$ cat config.mk
export PLATFORM = sky130hd
export DESIGN_NAME = oss_step_regs
export DESIGN_NICKNAME = d
export VERILOG_FILES = /design/src/hdl/oss_pkg.sv /design/src/hdl/oss_step_regs.sv
export VERILOG_INCLUDE_DIRS = /design/src /design/src/hdl
export SDC_FILE = /design/constraint.sdc
export NUM_CORES = 1
export LEC_CHECK = 0
export BUFFER_PORTS_ARGS = -buffer_cell sky130_fd_sc_hd__clkbuf_2
export CORE_AREA = 3 3 108 110
export CTS_BUF_LIST = sky130_fd_sc_hd__clkbuf_8
export CTS_CLUSTER_DIAMETER = 50
export DETAILED_ROUTE_END_ITERATION = 10
export DIE_AREA = 0 0 111 113
export PLACE_DENSITY = 0.82
export SETUP_SLACK_MARGIN = 0.4
export SLEW_MARGIN = 20
export SYNTH_ARGS = -nofsm -noshare
export SYNTH_HDL_FRONTEND = slang
export SYNTH_SLANG_ARGS = --single-unit
$ cat constraint.sdc
create_clock -name ref_clk -period 4.08 [get_ports ref_clk]
set_clock_uncertainty 0.2 [all_clocks]
set_input_delay 0.612 -clock ref_clk [delete_from_list [all_inputs] [get_ports ref_clk]]
set_output_delay 0.612 -clock ref_clk [all_outputs]
set_load 0.1 [all_outputs]
$ cat src/hdl/oss_consts.svh
/*
 * constants of the oscillator step register bank: offsets, fields, resets.
 * assumes inclusion by bare name from the package and the design file.
 */
`ifndef OSS_CONSTS_SVH
`define OSS_CONSTS_SVH

`define OSS_OFS_STEP_LOW    12'h000
`define OSS_OFS_STEP_HIGH   12'h004
`define OSS_OFS_STEP_UPPER  12'h008
`define OSS_OFS_PHASE_ACC   12'h00c
`define OSS_OFS_CONTROL     12'h010

`define OSS_STEP_W          20
`define OSS_UPPER_W         4
`define OSS_RST_LOW         8'h01
`define OSS_RST_HIGH        8'h00
`define OSS_RST_UPPER       4'h0
`define OSS_RST_ACC         20'h00000
`define OSS_CTL_EN_BIT      0

`define OSS_RESP_OKAY       2'b00
`define OSS_RESP_SLVERR     2'b10

`endif

$ cat src/hdl/oss_pkg.sv
/*
 * types of the oscillator step register bank.
 * assumes oss_consts.svh is on the include path.
 */
`include "oss_consts.svh"

package oss_pkg;
    typedef struct packed {
        logic [`OSS_UPPER_W-1:0] upper;
        logic [7:0]              high;
        logic [7:0]              low;
    } oss_step_t;

    typedef struct packed {
        logic [11:0] addr;
        logic        valid;
    } oss_addr_t;
endpackage

$ cat src/hdl/oss_step_regs.sv
/*
 * oscillator step register bank with axi4-lite slave, shadow step word and
 * 20-bit phase accumulator.
 * assumes the oscillator source clock arrives unsynchronised on a pin and is
 * far slower than ref_clk; single ref_clk domain, synchronous active-low reset.
 */
// The address map and the AXI4-Lite slave port were left to the implementer.
// Overview of operation
// The 20-bit step value is low byte bits 7..0, high byte bits 15..8 and upper register bits 3..0 for 19..16.
// Upper register bits 7..4 ignore writes and read as zero.
// A shadow copy of the step is loaded on the first falling source clock edge after a low byte write.
// Software writes upper and high bytes before the low byte, as only the low write triggers the transfer.
// Reset loads the step value with one, low bit 0 set and all else clear.
// The accumulator runs on its own clock and is not written while the oscillator runs; the code clocks it by ref_clk on synchronised source edges.
// Each active source clock edge adds the shadow step to the accumulator, dropping the carry.
`timescale 1ns/1ps
`default_nettype none
`include "oss_consts.svh"

module oss_step_regs (
    input  wire logic                    ref_clk,
    input  wire logic                    rst_n,
    input  wire logic                    osc_source_clock,
    input  wire logic [11:0]             s_axi_awaddr,
    input  wire logic                    s_axi_awvalid,
    output logic                         s_axi_awready,
    input  wire logic [31:0]             s_axi_wdata,
    input  wire logic [3:0]              s_axi_wstrb,
    input  wire logic                    s_axi_wvalid,
    output logic                         s_axi_wready,
    output logic [1:0]                   s_axi_bresp,
    output logic                         s_axi_bvalid,
    input  wire logic                    s_axi_bready,
    input  wire logic [11:0]             s_axi_araddr,
    input  wire logic                    s_axi_arvalid,
    output logic                         s_axi_arready,
    output logic [31:0]                  s_axi_rdata,
    output logic [1:0]                   s_axi_rresp,
    output logic                         s_axi_rvalid,
    input  wire logic                    s_axi_rready,
    output logic [`OSS_STEP_W-1:0]       synth_step_word,
    output logic [`OSS_STEP_W-1:0]       phase_accumulator
);
    function automatic logic [`OSS_STEP_W-1:0] merge_bytes(input logic [`OSS_STEP_W-1:0] old,
                                                           input logic [31:0] data, input logic [3:0] strb);
        logic [`OSS_STEP_W-1:0] res;
        res = old;
        if (strb[0]) res[7:0] = data[7:0];
        if (strb[1]) res[15:8] = data[15:8];
        if (strb[2]) res[19:16] = data[19:16];
        return res;
    endfunction

    oss_pkg::oss_step_t        step_q;
    logic [`OSS_STEP_W-1:0]    shadow_q;
    logic [`OSS_STEP_W-1:0]    acc_q;
    logic                      run_q;
    logic                      load_pend_q;
    logic                      src_s1_q, src_s2_q, src_s3_q;
    oss_pkg::oss_addr_t        aw_q;
    logic [31:0]               wdata_q;
    logic [3:0]                wstrb_q;
    logic                      w_have_q;
    logic                      awready_q, wready_q, bvalid_q, arready_q, rvalid_q;
    logic [1:0]                bresp_q, rresp_q;
    logic [31:0]               rdata_q;

    // source clock falling edge, taken from the second and third stages only
    wire src_fall = src_s3_q & ~src_s2_q;
    wire aw_hs    = s_axi_awvalid & awready_q;
    wire w_hs     = s_axi_wvalid & wready_q;
    wire ar_hs    = s_axi_arvalid & arready_q;
    wire do_write = aw_q.valid & w_have_q & ~bvalid_q;

    wire wr_low   = do_write && aw_q.addr == `OSS_OFS_STEP_LOW   && wstrb_q[0];
    wire wr_high  = do_write && aw_q.addr == `OSS_OFS_STEP_HIGH  && wstrb_q[0];
    wire wr_upper = do_write && aw_q.addr == `OSS_OFS_STEP_UPPER && wstrb_q[0];
    wire wr_acc   = do_write && aw_q.addr == `OSS_OFS_PHASE_ACC && !run_q;
    wire wr_ctl   = do_write && aw_q.addr == `OSS_OFS_CONTROL   && wstrb_q[0];
    wire wr_hit   = aw_q.addr == `OSS_OFS_STEP_LOW || aw_q.addr == `OSS_OFS_STEP_HIGH
                 || aw_q.addr == `OSS_OFS_STEP_UPPER || aw_q.addr == `OSS_OFS_PHASE_ACC
                 || aw_q.addr == `OSS_OFS_CONTROL;

    logic [31:0] rd_word;
    logic        rd_hit;
    always_comb begin
        rd_hit  = 1'b1;
        if (s_axi_araddr == `OSS_OFS_STEP_LOW) begin
            rd_word = {24'h000000, step_q.low};
        end else if (s_axi_araddr == `OSS_OFS_STEP_HIGH) begin
            rd_word = {24'h000000, step_q.high};
        end else if (s_axi_araddr == `OSS_OFS_STEP_UPPER) begin
            rd_word = {28'h0000000, step_q.upper};
        end else if (s_axi_araddr == `OSS_OFS_PHASE_ACC) begin
            rd_word = {12'h000, acc_q};
        end else if (s_axi_araddr == `OSS_OFS_CONTROL) begin
            rd_word = {30'h00000000, load_pend_q, run_q};
        end else begin
            rd_word = 32'h00000000;
            rd_hit  = 1'b0;
        end
    end

    always_ff @(posedge ref_clk) begin
        src_s1_q <= osc_source_clock;
        src_s2_q <= src_s1_q;
        src_s3_q <= src_s2_q;
    end

    always_ff @(posedge ref_clk) begin
        if (!rst_n) begin
            step_q.low   <= `OSS_RST_LOW;
            step_q.high  <= `OSS_RST_HIGH;
            step_q.upper <= `OSS_RST_UPPER;
            run_q        <= 1'b0;
        end else begin
            if (wr_low)   step_q.low   <= wdata_q[7:0];
            if (wr_high)  step_q.high  <= wdata_q[7:0];
            if (wr_upper) step_q.upper <= wdata_q[`OSS_UPPER_W-1:0];
            if (wr_ctl)   run_q        <= wdata_q[`OSS_CTL_EN_BIT];
        end
    end

    // shadow and accumulator; a low write in the load cycle keeps the request
    always_ff @(posedge ref_clk) begin
        if (!rst_n) begin
            shadow_q    <= {`OSS_RST_UPPER, `OSS_RST_HIGH, `OSS_RST_LOW};
            load_pend_q <= 1'b0;
            acc_q       <= `OSS_RST_ACC;
        end else begin
            load_pend_q <= wr_low | (load_pend_q & ~src_fall);
            if (load_pend_q && src_fall)
                shadow_q <= step_q;
            if (wr_acc)
                acc_q <= merge_bytes(acc_q, wdata_q, wstrb_q);
            else if (run_q && src_fall)
                acc_q <= acc_q + shadow_q;
        end
    end

    always_ff @(posedge ref_clk) begin
        if (!rst_n) begin
            aw_q      <= '0;
            w_have_q  <= 1'b0;
            wdata_q   <= 32'h00000000;
            wstrb_q   <= 4'h0;
            awready_q <= 1'b0;
            wready_q  <= 1'b0;
            bvalid_q  <= 1'b0;
            bresp_q   <= `OSS_RESP_OKAY;
        end else begin
            awready_q <= ~aw_q.valid & ~aw_hs & ~bvalid_q;
            wready_q  <= ~w_have_q & ~w_hs & ~bvalid_q;
            if (aw_hs) aw_q <= '{addr: s_axi_awaddr, valid: 1'b1};
            if (w_hs) begin
                wdata_q  <= s_axi_wdata;
                wstrb_q  <= s_axi_wstrb;
                w_have_q <= 1'b1;
            end
            if (do_write) begin
                bvalid_q   <= 1'b1;
                bresp_q    <= wr_hit ? `OSS_RESP_OKAY : `OSS_RESP_SLVERR;
                aw_q.valid <= 1'b0;
                w_have_q   <= 1'b0;
            end else if (bvalid_q && s_axi_bready) begin
                bvalid_q <= 1'b0;
            end
        end
    end

    always_ff @(posedge ref_clk) begin
        if (!rst_n) begin
            arready_q <= 1'b0;
            rvalid_q  <= 1'b0;
            rdata_q   <= 32'h00000000;
            rresp_q   <= `OSS_RESP_OKAY;
        end else begin
            arready_q <= ~rvalid_q & ~ar_hs;
            if (ar_hs) begin
                rvalid_q <= 1'b1;
                rdata_q  <= rd_word;
                rresp_q  <= rd_hit ? `OSS_RESP_OKAY : `OSS_RESP_SLVERR;
            end else if (rvalid_q && s_axi_rready) begin
                rvalid_q <= 1'b0;
            end
        end
    end

    assign s_axi_awready     = awready_q;
    assign s_axi_wready      = wready_q;
    assign s_axi_bvalid      = bvalid_q;
    assign s_axi_bresp       = bresp_q;
    assign s_axi_arready     = arready_q;
    assign s_axi_rvalid      = rvalid_q;
    assign s_axi_rdata       = rdata_q;
    assign s_axi_rresp       = rresp_q;
    assign synth_step_word   = shadow_q;
    assign phase_accumulator = acc_q;
endmodule
`default_nettype wire

==> impl_metrics.prom, run 1 <==
# TYPE chip_impl_metric gauge
chip_impl_metric{name="internal_power",unit="mW"} 2.07
chip_impl_info{name="critPathCaptureType",value="flip-flop"} 1
chip_impl_metric{name="grt_antenna_before_repair",unit=""} 0
chip_impl_metric{name="grt_pass1_wl",unit="um"} 26200
chip_impl_metric{name="critical_path_arrival",unit="ns"} 2.97
chip_impl_metric{name="hold_viol",unit=""} 0
chip_impl_metric{name="postLayoutCellArea",unit="um2"} 7080
chip_impl_info{name="worstReg2RegStart",value="phase_accumulator[0]"} 1
chip_impl_metric{name="grt_overflow",unit=""} 0
chip_impl_metric{name="cp_data_required_time",unit="ns"} 4.20
chip_impl_metric{name="cts.repair.resized",unit=""} 0
chip_impl_metric{name="use_met3",unit="%"} 5.45
chip_impl_metric{name="holdWs",unit="ns"} 0.0824
chip_impl_metric{name="cts.path.max_buffers",unit=""} 2
chip_impl_metric{name="drive_above_1_share",unit="%"} 20.0
chip_impl_metric{name="grt_max_degree",unit=""} 69
chip_impl_metric{name="cts_hold_repair.buffers",unit=""} 0
chip_impl_info{name="synthFlopType",value="dfxtp_1"} 1
chip_impl_metric{name="ys_async_sr_fraction",unit="%"} 0
chip_impl_info{name="hold_path.startpoint",value="osc_source_clock"} 1
chip_impl_metric{name="yosys.cell_types.count",unit=""} 57
chip_impl_metric{name="dr.pass1.iters",unit=""} 5
chip_impl_metric{name="htree_levels",unit=""} 4
chip_impl_metric{name="yosysWarnings",unit=""} 0
chip_impl_metric{name="synth_enable_flop_cells",unit=""} 0
chip_impl_metric{name="vdd_drop_max",unit="V"} 0.000264
chip_impl_info{name="worst-setup-path-type",value="reg -> reg"} 1
chip_impl_metric{name="dp_hpwl",unit="um"} 11400
chip_impl_metric{name="final_max_slew_viol_count",unit=""} 0
chip_impl_metric{name="power.sequential.fraction",unit="%"} 47.0
chip_impl_metric{name="switching_share",unit="%"} 25.3
chip_impl_metric{name="seq_area_frac_synth",unit="%"} 43.0
chip_impl_metric{name="postLayoutSetupSlackWorst",unit="ns"} 1.23
chip_impl_metric{name="wl_per_cell",unit="um"} 16.1
chip_impl_metric{name="dpl-instance-area",unit="um2"} 6620
chip_impl_metric{name="dieWidth",unit="um"} 111
chip_impl_info{name="cts_root_buf",value="clkbuf_8"} 1
chip_impl_metric{name="finalCoreUtilization",unit="%"} 65.6
chip_impl_metric{name="final_antenna_net_count",unit=""} 0
chip_impl_metric{name="finalSetupViolations",unit=""} 0
chip_impl_metric{name="die_h",unit="um"} 113
chip_impl_metric{name="clockPowerShare",unit="%"} 45.0
chip_impl_metric{name="antenna-diode-count",unit=""} 0
chip_impl_metric{name="timing.final.crit_share",unit="%"} 69.9
chip_impl_metric{name="drt_drc_violations_left",unit=""} 0
chip_impl_metric{name="postSynthRegisterBits",unit=""} 129
chip_impl_metric{name="layout.cells.non_filler",unit=""} 987
chip_impl_metric{name="syn2layout_area_growth",unit="%"} 17.8
chip_impl_metric{name="routabilityCongestion",unit=""} 0.952
chip_impl_metric{name="synthesis.instances",unit=""} 729
chip_impl_metric{name="die_area",unit="um2"} 12500
chip_impl_metric{name="post-place-cells",unit=""} 955
chip_impl_metric{name="max_cap_viols",unit=""} 0
chip_impl_metric{name="dp_worst_setup_slack",unit="ns"} 1.29
chip_impl_info{name="top_usage_layer",value="met2"} 1
chip_impl_metric{name="syn_avg_cell_area",unit="um2"} 8.25
chip_impl_metric{name="switchingPower",unit="mW"} 0.703
chip_impl_info{name="start_kind",value="flip-flop"} 1
chip_impl_metric{name="post-layout-total-power",unit="mW"} 2.78
chip_impl_metric{name="syn-cell-area",unit="um2"} 6010
chip_impl_metric{name="core",unit="um2"} 10800
chip_impl_metric{name="io-pin-count",unit=""} 149
chip_impl_info{name="cts_tree",value="built"} 1
chip_impl_metric{name="clock_pin_slew_worst_setup_and_hold_paths",unit="ns"} 0.07
chip_impl_metric{name="period_needed",unit="ns"} 2.85
chip_impl_metric{name="grt_pass1_vias",unit=""} 5370
chip_impl_metric{name="port_buffers",unit=""} 121
chip_impl_metric{name="total_leakage_power",unit="nW"} 2.95
chip_impl_metric{name="grtUsageMet2",unit="%"} 42.9
chip_impl_metric{name="grt_util_all_layers",unit="%"} 25.4
chip_impl_info{name="hold_crit_class",value="in -> reg"} 1
chip_impl_metric{name="max_slew_headroom_at_the_worst_pin",unit="%"} 37.9
chip_impl_metric{name="combPwrFrac",unit="%"} 8.0
chip_impl_metric{name="max_freq",unit="MHz"} 351
chip_impl_metric{name="numCtsBuffers",unit=""} 17
chip_impl_metric{name="timing.critical_path.fanout_max",unit=""} 4
chip_impl_metric{name="finish.net_count",unit=""} 922
chip_impl_metric{name="grt.met1_usage",unit="%"} 33.5
chip_impl_metric{name="timing_worst_slew_pin_value",unit="ns"} 0.930
chip_impl_metric{name="count_of_vias_placed_by_the_detailed_router",unit=""} 5583
chip_impl_metric{name="postRouteWirelength",unit="um"} 15900
chip_impl_info{name="timing.critical_path.from",value="phase_accumulator[0]"} 1
chip_impl_metric{name="tns",unit="ns"} 0
chip_impl_metric{name="fp-row-count",unit=""} 38
chip_impl_metric{name="cellPowerDensity",unit="nW/um2"} 392
chip_impl_info{name="outcome",value="finished, final reports clean"} 1
chip_impl_metric{name="vias_per_cell",unit=""} 5.66
chip_impl_metric{name="initialDrtViolationCount",unit=""} 357
chip_impl_metric{name="clk-insertion-delay-late",unit="ns"} 0.44
chip_impl_info{name="grt_setup_unrepaired",value="false"} 1
chip_impl_metric{name="cts.sinks",unit=""} 129
chip_impl_metric{name="floorplan.initialDensity",unit="%"} 55.7
chip_impl_metric{name="cts_setup_buffers",unit=""} 0
==> cell usage in the layout (no fill, tap or decap), types with 6 or more instances in the layout <==
| cell | instances |
|---|---|
| nor3_1 | 13 |
| buf_4 | 7 |
| nor2_1 | 69 |
| o21ai_0 | 27 |
| a22oi_1 | 18 |
| a31oi_1 | 6 |
| mux2i_1 | 30 |
| conb_1 | 14 |
| ha_1 | 19 |
| clkbuf_8 | 18 |
| xor2_1 | 9 |
| and3_1 | 6 |
| clkbuf_2 | 121 |
| nand2_1 | 137 |
| a21o_1 | 8 |
| nand3_1 | 13 |
| a21oi_1 | 89 |
| o211ai_1 | 6 |
| inv_1 | 12 |
| and2_1 | 6 |
| xnor2_1 | 6 |
| dfxtp_1 | 129 |
==> final cells by class <==
| type | count | area [um2] |
|---|---|---|
| Fill cell | 908 | 3710 |
| Multi-Input combinational cell | 546 | 3160 |
| Sequential cell | 129 | 2580 |
| Timing Repair Buffer | 128 | 658 |
| Clock buffer | 18 | 248 |
| Clock inverter | 14 | 214 |
| Tap cell | 140 | 175 |
| Inverter | 12 | 46.3 |
==> final timing paths <==
kind | cells past startpoint | slack (ns) | endpoint
worst min-delay path | 1 | 0.08 | src_s1_q
worst max-delay path | 10 | 1.23 | phase_accumulator[14]
worst min register to register | 0 | 0.14 | src_s2_q
worst max register to register | 10 | 1.23 | phase_accumulator[14]
==> layer usage <==
layer	part of all wire, %	routed length, um	up-vias
li1	-	-	2734
met1	44	7060	2625
met2	47	7530	203
met3	7.0	1120	21
met4	1.3	213	0
met5	0	0	-
==> cells in the mapped netlist (5+ instances only) <==
library cell	number	share of area (%)
buf_2	5	0.42
xor2_1	9	1.3
o211ai_1	6	0.75
a22oi_1	18	2.2
inv_1	11	0.69
buf_4	14	1.7
and3_1	6	0.62
o221ai_1	5	0.73
mux2i_1	30	5.0
nor4_1	5	0.52
clkbuf_1	31	1.9
a31oi_1	6	0.62
a21oi_1	89	7.4
a21o_1	8	1.0
o21ai_0	27	2.2
and2_1	6	0.62
nand2b_1	5	0.52
nand3_1	13	1.1
nor2_1	69	4.3
xnor2_1	6	0.87
ha_1	19	4.0
nor3_1	13	1.1
nand2_1	137	8.6
dfxtp_1	129	43
==> kinds of logic (layout without fill, tap and decap cells) <==
kind of cell | count (synthesis) | count (layout) | share of synthesized area (%)
adder cells (fa/ha/maj) | 20 | 20 | 4.29
flip-flops | 129 | 129 | 43.0
AND/OR/NAND/NOR | 278 | 278 | 20.5
multiplexers | 32 | 32 | 5.75
buffers and inverters | 67 | 172 | 5.29
AO/OA/AOI/OAI | 187 | 187 | 19.0
other | 1 | 14 | 0.0624
XOR/XNOR | 15 | 15 | 2.19
==> registers in the layout, indices dropped and copies added (netlist names), 3 cells and up <==
register,cells
aw_q,13
phase_accumulator,20
s_axi_rdata,20
step_q,20
synth_step_word,20
wdata_q,20
wstrb_q,3
==> worst max-delay path: stages, from the launching register on <==
cell	delay (ns)
dfxtp_1	0.38
ha_1	0.20
inv_1	0.07
fa_1	0.41
nand2b_1	0.18
a21oi_1	0.23
nor4_1	0.10
o21ai_0	0.42
xor2_1	0.22
nor2_1	0.07
a2111oi_2	0.27
==> power by group through the flow <==
stage               clock network, mW  registers (mW)  logic [mW]
floorplan                           0            1.37       0.139
global placement                    0            1.33       0.216
detailed placement                  0            1.33       0.220
CTS                              1.26            1.31       0.221
global route                     1.33            1.31       0.236
finish                           1.25            1.31       0.222
Power figures use the tool's default switching activity.
==> run 2: changes to the inputs <==
ABC_AREA = 1   (was unset)
CORE_AREA = 3 3 113 115   (was 3 3 108 110)
DIE_AREA = 0 0 116 118   (was 0 0 111 113)
PLACE_DENSITY = 0.81   (was 0.82)
clock period = 2.7 ns   (was 4.08 ns; I/O delays follow)
==> impl_metrics.prom, run 2 <==
# TYPE chip_impl_metric gauge
chip_impl_metric{name="postRouteWirelength",unit="um"} 17000
chip_impl_metric{name="wl_per_cell",unit="um"} 13.9
chip_impl_metric{name="initialDrtViolationCount",unit=""} 464
chip_impl_metric{name="grt_overflow",unit=""} 0
chip_impl_info{name="yosys.cell_count.top_type",value="nand2_1"} 1
chip_impl_metric{name="syn-cell-area",unit="um2"} 6610
chip_impl_metric{name="dp_hpwl",unit="um"} 13000
chip_impl_metric{name="synth_largest_type_area_fraction",unit="%"} 39.1
chip_impl_metric{name="layout.cells.non_filler",unit=""} 1227
chip_impl_info{name="synth.top_cells.by_count",value="202 x nand2_1, 129 x dfxtp_1, 106 x inv_1"} 1
chip_impl_info{name="hold_crit_class",value="in -> reg"} 1
chip_impl_metric{name="fillCellCount",unit=""} 1095
chip_impl_metric{name="vias_per_cell",unit=""} 5.24
chip_impl_metric{name="clock_pin_slew_worst_setup_and_hold_paths",unit="ns"} 0.07
chip_impl_metric{name="grt_max_degree",unit=""} 116
chip_impl_info{name="cts_tree",value="built"} 1
chip_impl_metric{name="grt_antenna_before_repair",unit=""} 0
chip_impl_metric{name="cp_data_required_time",unit="ns"} 2.84
chip_impl_metric{name="timing_worst_slew_pin_value",unit="ns"} 0.614
chip_impl_info{name="crit_path_top_delay_cell",value="fa_1"} 1
chip_impl_metric{name="slowest_delay",unit="ns"} 0.41
chip_impl_metric{name="max_slew_headroom_at_the_worst_pin",unit="%"} 59.0
chip_impl_metric{name="ys_async_sr_fraction",unit="%"} 0
chip_impl_info{name="synth_area_leaders",value="dfxtp_1 39%, nand2_1 11%, a21oi_1 6.7%, o21ai_0 6.7%, inv_1 6.0%"} 1
chip_impl_info{name="layout.cells.most_common_list",value="201 x nand2_1, 121 x clkbuf_2, 110 x inv_1, 105 x nor2_1, 91 x dfxtp_1"} 1
chip_impl_metric{name="final_antenna_net_count",unit=""} 0
chip_impl_metric{name="finalSetupViolations",unit=""} 0
chip_impl_metric{name="die_h",unit="um"} 118
chip_impl_metric{name="final_max_slew_viol_count",unit=""} 0
chip_impl_info{name="yosysTopAreaCell",value="dfxtp_1"} 1
chip_impl_metric{name="fp-row-count",unit=""} 40
chip_impl_metric{name="syn2layout_area_growth",unit="%"} 16.2
chip_impl_metric{name="hold_viol",unit=""} 0
chip_impl_metric{name="timing.final.crit_share",unit="%"} 80.9
chip_impl_info{name="cts_root_buf",value="clkbuf_8"} 1
chip_impl_metric{name="post-place-cells",unit=""} 1194
chip_impl_metric{name="numCtsBuffers",unit=""} 17
chip_impl_metric{name="grt_pass1_wl",unit="um"} 27800
chip_impl_metric{name="tns",unit="ns"} 0
chip_impl_metric{name="grt_pass1_vias",unit=""} 5698
chip_impl_metric{name="synthesis.instances",unit=""} 955
chip_impl_metric{name="drive_above_1_share",unit="%"} 20.9
chip_impl_metric{name="finish.net_count",unit=""} 1157
chip_impl_metric{name="vdd_drop_max",unit="V"} 0.000350
chip_impl_metric{name="max_freq",unit="MHz"} 458
chip_impl_info{name="final_common_cell",value="nand2_1"} 1
chip_impl_info{name="worst-setup-path-type",value="reg -> reg"} 1
chip_impl_metric{name="period_needed",unit="ns"} 2.19
chip_impl_metric{name="seq_area_frac_synth",unit="%"} 39.1
chip_impl_metric{name="core",unit="um2"} 11900
chip_impl_metric{name="max_cap_viols",unit=""} 0
chip_impl_metric{name="cts.sinks",unit=""} 129
chip_impl_info{name="synthFlopType",value="dfxtp_1"} 1
chip_impl_info{name="critPathCaptureType",value="flip-flop"} 1
chip_impl_metric{name="total_leakage_power",unit="nW"} 3.70
chip_impl_metric{name="critical_path_arrival",unit="ns"} 2.32
chip_impl_metric{name="floorplan.initialDensity",unit="%"} 55.5
chip_impl_metric{name="syn_avg_cell_area",unit="um2"} 6.92
chip_impl_metric{name="htree_levels",unit=""} 4
chip_impl_metric{name="dieWidth",unit="um"} 116
chip_impl_info{name="outcome",value="finished, final reports clean"} 1
chip_impl_metric{name="port_buffers",unit=""} 121
chip_impl_metric{name="clk-insertion-delay-late",unit="ns"} 0.44
chip_impl_metric{name="drt_drc_violations_left",unit=""} 0
chip_impl_metric{name="cellPowerDensity",unit="nW/um2"} 503
chip_impl_metric{name="count_of_vias_placed_by_the_detailed_router",unit=""} 6425
chip_impl_metric{name="postSynthRegisterBits",unit=""} 129
chip_impl_metric{name="antenna-diode-count",unit=""} 0
chip_impl_metric{name="timing.critical_path.fanout_max",unit=""} 4
chip_impl_info{name="cp_cell_sequence",value="ha_4, inv_1, fa_1, inv_1, nand3_1, nand3_1, nand2_1, nand2_2, nand2_1, nand3_1, nand3_1, nand2_1, nand2_1"} 1
chip_impl_metric{name="dr.pass1.iters",unit=""} 5
chip_impl_info{name="start_kind",value="flip-flop"} 1
chip_impl_metric{name="worstPathBufferInverterCount",unit=""} 2
chip_impl_metric{name="die_area",unit="um2"} 13700
chip_impl_info{name="cpLargestDelayFamily",value="simple AND/OR/NAND/NOR gates"} 1
chip_impl_metric{name="r2r_setup_slack",unit="ns"} 0.51
chip_impl_metric{name="yosys.cell_types.count",unit=""} 40
chip_impl_info{name="grt_setup_unrepaired",value="false"} 1
chip_impl_metric{name="post-layout-total-power",unit="mW"} 3.86
chip_impl_metric{name="synth_enable_flop_cells",unit=""} 0
chip_impl_metric{name="routabilityCongestion",unit=""} 0.950
chip_impl_metric{name="yosysWarnings",unit=""} 0
chip_impl_metric{name="cts.path.max_buffers",unit=""} 2
chip_impl_metric{name="grt_util_all_layers",unit="%"} 25.5
chip_impl_metric{name="io-pin-count",unit=""} 149
-- run 2: cell types whose count changed in the layout (fill, tap and decap cells not counted), sizes merged, moves of 6 or more --
cell	previous run	this run
a22oi	18	0
and2	7	1
xor2	9	1
nand3	13	62
and3	6	0
nand3b	1	7
o21ai	28	120
nand4	4	10
mux2i	30	0
nor2	69	111
a21o	8	0
nand2	139	205
inv	12	117
a31oi	6	0
-- run 2: cell type report --
type,instances,area (um2),area share [%]
Clock buffer,20,275,3.58
Clock inverter,10,72.6,0.945
Inverter,115,432,5.62
Multi-Input combinational cell,676,3390,44.1
Timing Repair Buffer,130,693,9.03
Tap cell,147,184,2.39
Sequential cell,129,2640,34.3
-- run 2: worst paths after layout --
kind | start | to | depth (start not counted)
max reg2reg | phase_accumulator[0] | phase_accumulator[16] | 13
min reg2reg | src_s1_q | src_s2_q | 0
min | s_axi_awaddr[11] | aw_q[12] | 3
max | phase_accumulator[0] | phase_accumulator[16] | 13
-- run 2: timing repair --
action | in CTS | in global routing
hold buffers | 3 | 0
setup endpoints to repair | 2 | 5
resized for setup | 1 | 2
setup buffers | 0 | 0
endpoints found under the hold margin | 3 | 0
-- run 2: cells by family after synthesis --
| group | share of synthesized area [%] |
|---|---|
| simple gates | 27.8 |
| flops | 39.1 |
| other cells | 0.0567 |
| fa+ha+maj | 3.90 |
| buf+inv | 10.7 |
| xor+xnor | 0.795 |
| compound gates | 17.7 |
-- run 2: per-layer routing --
layer | vias up | track usage [%] | wire (um)
li1 | 3314 | - | -
met1 | 2853 | 36.1 | 7780
met2 | 239 | 38.1 | 7620
met3 | 19 | 6.17 | 1380
met4 | 0 | 8.19 | 226
met5 | - | 0 | 0
-- run 2: where the power goes --
part / switching [mW] / internal [mW]
Clock: 0.696 / 0.769
Sequential: 0.0364 / 1.95
Combinational: 0.309 / 0.102
-- run 2: worst reg2reg max path, delay by kind of cell (launching register included) --
family / cells / cell delay [ns]
flops: 1 / 0.38
fa+ha+maj: 2 / 0.57
simple gates: 9 / 0.79
buf+inv: 2 / 0.16
-- run 2: through the flow --
stage                     area [um2]  worst slack, ns  hold slack, ns  utilization (%)
after global placement          7290            0.415           0.112             61.2
after detailed placement        7290            0.379           0.112             61.2
after CTS                       7670            0.402        0.000240             64.4
after floorplan                 6710            0.407           0.110                -
after global routing            7680            0.415         0.00328             64.5
final                           7680            0.515          0.0186             64.5
==> run 3: changes to the inputs <==
ABC_AREA = 0   (was 1)
CORE_AREA = 3 3 114 116   (was 3 3 113 115)
DIE_AREA = 0 0 117 119   (was 0 0 116 118)
PLACE_DENSITY = 0.78   (was 0.81)
clock period = 1.98 ns   (was 2.7 ns; I/O delays follow)
==> impl_metrics.prom, run 3 (synthesis results as in run 1) <==
# TYPE chip_impl_metric gauge
chip_impl_metric{name="final_max_slew_viol_count",unit=""} 0
chip_impl_metric{name="core",unit="um2"} 12000
chip_impl_metric{name="htree_levels",unit=""} 4
chip_impl_info{name="worst-setup-path-type",value="reg -> reg"} 1
chip_impl_metric{name="syn2layout_area_growth",unit="%"} 78.4
chip_impl_metric{name="numCtsBuffers",unit=""} 17
chip_impl_metric{name="dp_hpwl",unit="um"} 12800
chip_impl_info{name="crit_path_top_delay_cell",value="dfxtp_4"} 1
chip_impl_metric{name="grt_pass1_vias",unit=""} 7129
chip_impl_metric{name="finalCoreUtilization",unit="%"} 89.3
chip_impl_metric{name="timing.final.crit_share",unit="%"} 128
chip_impl_metric{name="die_area",unit="um2"} 13900
chip_impl_metric{name="finish.net_count",unit=""} 1098
chip_impl_metric{name="grt.met1_usage",unit="%"} 40.4
chip_impl_metric{name="dpl-instance-area",unit="um2"} 7660
chip_impl_metric{name="total_leakage_power",unit="nW"} 4.35
chip_impl_metric{name="grt_overflow",unit=""} 0
chip_impl_metric{name="drive_above_1_share",unit="%"} 44.2
chip_impl_metric{name="drt_drc_violations_left",unit=""} 0
chip_impl_metric{name="grt_antenna_before_repair",unit=""} 2
chip_impl_metric{name="timing_worst_slew_pin_value",unit="ns"} 0.584
chip_impl_metric{name="clk-insertion-delay-late",unit="ns"} 0.47
chip_impl_metric{name="critical_path_arrival",unit="ns"} 2.68
chip_impl_metric{name="postLayoutSetupSlackWorst",unit="ns"} -0.558
chip_impl_metric{name="postLayoutCellArea",unit="um2"} 10700
chip_impl_metric{name="routabilityCongestion",unit=""} 0.971
chip_impl_info{name="cpLargestDelayFamily",value="compound AO/OA/AOI/OAI gates"} 1
chip_impl_info{name="cts_tree",value="built"} 1
chip_impl_metric{name="finalSetupViolations",unit=""} 41
chip_impl_metric{name="fp-row-count",unit=""} 40
chip_impl_info{name="grt_setup_unrepaired",value="true"} 1
chip_impl_metric{name="cellPowerDensity",unit="nW/um2"} 555
chip_impl_metric{name="clock_pin_slew_worst_setup_and_hold_paths",unit="ns"} 0.08
chip_impl_info{name="hold_crit_class",value="in -> reg"} 1
chip_impl_metric{name="vias_per_cell",unit=""} 6.59
chip_impl_metric{name="layout.cells.non_filler",unit=""} 1170
chip_impl_info{name="cts_root_buf",value="clkbuf_8"} 1
chip_impl_info{name="failed_checks",value="setup timing"} 1
chip_impl_metric{name="dr.pass1.iters",unit=""} 6
chip_impl_metric{name="grt_util_all_layers",unit="%"} 35.3
chip_impl_info{name="final_common_cell",value="nand2_1"} 1
chip_impl_metric{name="hold_viol",unit=""} 0
chip_impl_metric{name="grt_pass1_wl",unit="um"} 37900
chip_impl_metric{name="dieWidth",unit="um"} 117
chip_impl_metric{name="postRouteWirelength",unit="um"} 30500
chip_impl_metric{name="initialDrtViolationCount",unit=""} 1029
chip_impl_metric{name="cts.sinks",unit=""} 129
chip_impl_metric{name="max_cap_viols",unit=""} 0
chip_impl_metric{name="fillCellCount",unit=""} 424
chip_impl_metric{name="vdd_drop_max",unit="V"} 0.000512
chip_impl_metric{name="timing.critical_path.fanout_max",unit=""} 3
chip_impl_metric{name="slowest_delay",unit="ns"} 0.37
chip_impl_metric{name="holdWs",unit="ns"} 0.0696
chip_impl_metric{name="use_met3",unit="%"} 11.7
chip_impl_info{name="top_usage_layer",value="met2"} 1
chip_impl_metric{name="post-place-cells",unit=""} 1059
chip_impl_info{name="critPathCaptureType",value="flip-flop"} 1
chip_impl_metric{name="final_antenna_net_count",unit=""} 0
chip_impl_metric{name="worstPathBufferInverterCount",unit=""} 2
chip_impl_metric{name="grt_max_degree",unit=""} 46
chip_impl_metric{name="io-pin-count",unit=""} 149
chip_impl_metric{name="count_of_vias_placed_by_the_detailed_router",unit=""} 7713
chip_impl_metric{name="port_buffers",unit=""} 121
chip_impl_metric{name="dp_worst_setup_slack",unit="ns"} -0.368
chip_impl_metric{name="antenna-diode-count",unit=""} 0
chip_impl_metric{name="grtUsageMet2",unit="%"} 57.0
chip_impl_metric{name="cp_data_required_time",unit="ns"} 2.13
chip_impl_metric{name="max_freq",unit="MHz"} 394
chip_impl_metric{name="period_needed",unit="ns"} 2.54
chip_impl_metric{name="cts.path.max_buffers",unit=""} 2
chip_impl_info{name="layout.cells.most_common_list",value="133 x nand2_1, 80 x buf_4, 73 x a21oi_1, 67 x nor2_1, 66 x dfxtp_1"} 1
chip_impl_metric{name="wl_per_cell",unit="um"} 26.0
chip_impl_info{name="cp_cell_sequence",value="ha_4, inv_2, fa_2, nand2b_4, a21oi_4, nor4_2, o21ai_1, buf_4, xor2_1, nor2_1, a2111oi_2"} 1
chip_impl_info{name="start_kind",value="flip-flop"} 1
chip_impl_metric{name="die_h",unit="um"} 119
chip_impl_metric{name="max_slew_headroom_at_the_worst_pin",unit="%"} 60.7
chip_impl_metric{name="floorplan.initialDensity",unit="%"} 50.0
chip_impl_info{name="outcome",value="finished, violations left"} 1
[run 3: cell count changes in the layout (fill, tap and decap cells not counted), sizes merged, moves of 7 or more]
| cell | delta |
|---|---|
| dlygate4sd3 | +36 |
| inv | -98 |
| nand2 | -66 |
| nand3 | -49 |
| clkbuf | -16 |
| buf | +152 |
| o21ai | -92 |
| a22oi | +18 |
| nor2 | -42 |
| mux2i | +30 |
| and3 | +7 |
| xor2 | +8 |
| a21o | +8 |
[run 3: routing by layer]
metal	share of wire, %	wire length (um)	vias to the layer above
li1	-	-	3089
met4	9.5	2890	2
met1	31	9420	3510
met3	14	4120	298
met2	46	14000	814
met5	0.046	14	-
[run 3: area by class of cell]
| type | count | area, um2 | area share [%] |
|---|---|---|---|
| clock buffers | 19 | 262 | 2.44 |
| clock inverters | 13 | 179 | 1.67 |
| inverters | 12 | 45.0 | 0.420 |
| multi-input cells | 547 | 3730 | 34.8 |
| flip-flops and latches | 129 | 2740 | 25.5 |
| well taps | 147 | 184 | 1.72 |
| repair buffers | 303 | 3590 | 33.5 |
[run 3: timing repair]
item	4_1_cts	5_1_grt
endpoints found under the hold margin	40	0
endpoints found under the setup margin	109	135
resized for setup	274	108
hold buffers	39	0
buffers inserted	13	23
pin swaps	31	37
cloned	2	2
[run 3: worst paths after layout]
check | start | endpoint | slack, ns | depth (start not counted)
max reg2reg | phase_accumulator[0] | phase_accumulator[14] | -0.56 | 11
max | phase_accumulator[0] | phase_accumulator[14] | -0.56 | 11
min reg2reg | src_s1_q | src_s2_q | 0.14 | 0
min | s_axi_araddr[4] | s_axi_rdata[0] | 0.07 | 4
[run 3: through the flow]
step | power [mW] | TNS, ns
6_report | 5.95 | -14.22
5_1_grt | 6.05 | -17.70
4_1_cts | 5.78 | -6.06
3_5_place_dp | 3.21 | -7.46
3_3_place_gp | 3.20 | -5.67
2_1_floorplan | 3.09 | -6.48
[run 3: power breakdown]
group | total [mW] | internal [mW] | switching, mW
clock | 2.62 | 1.44 | 1.18
sequential | 2.67 | 2.61 | 0.0609
combinational | 0.654 | 0.207 | 0.446
total | 5.95 | 4.26 | 1.69
[run 3: worst min-delay path, delay by kind of cell]
family,cells,cell delay [ns]
AND/OR/NAND/NOR,1,0.09
buffers and inverters,1,0.15
AO/OA/AOI/OAI,2,0.15
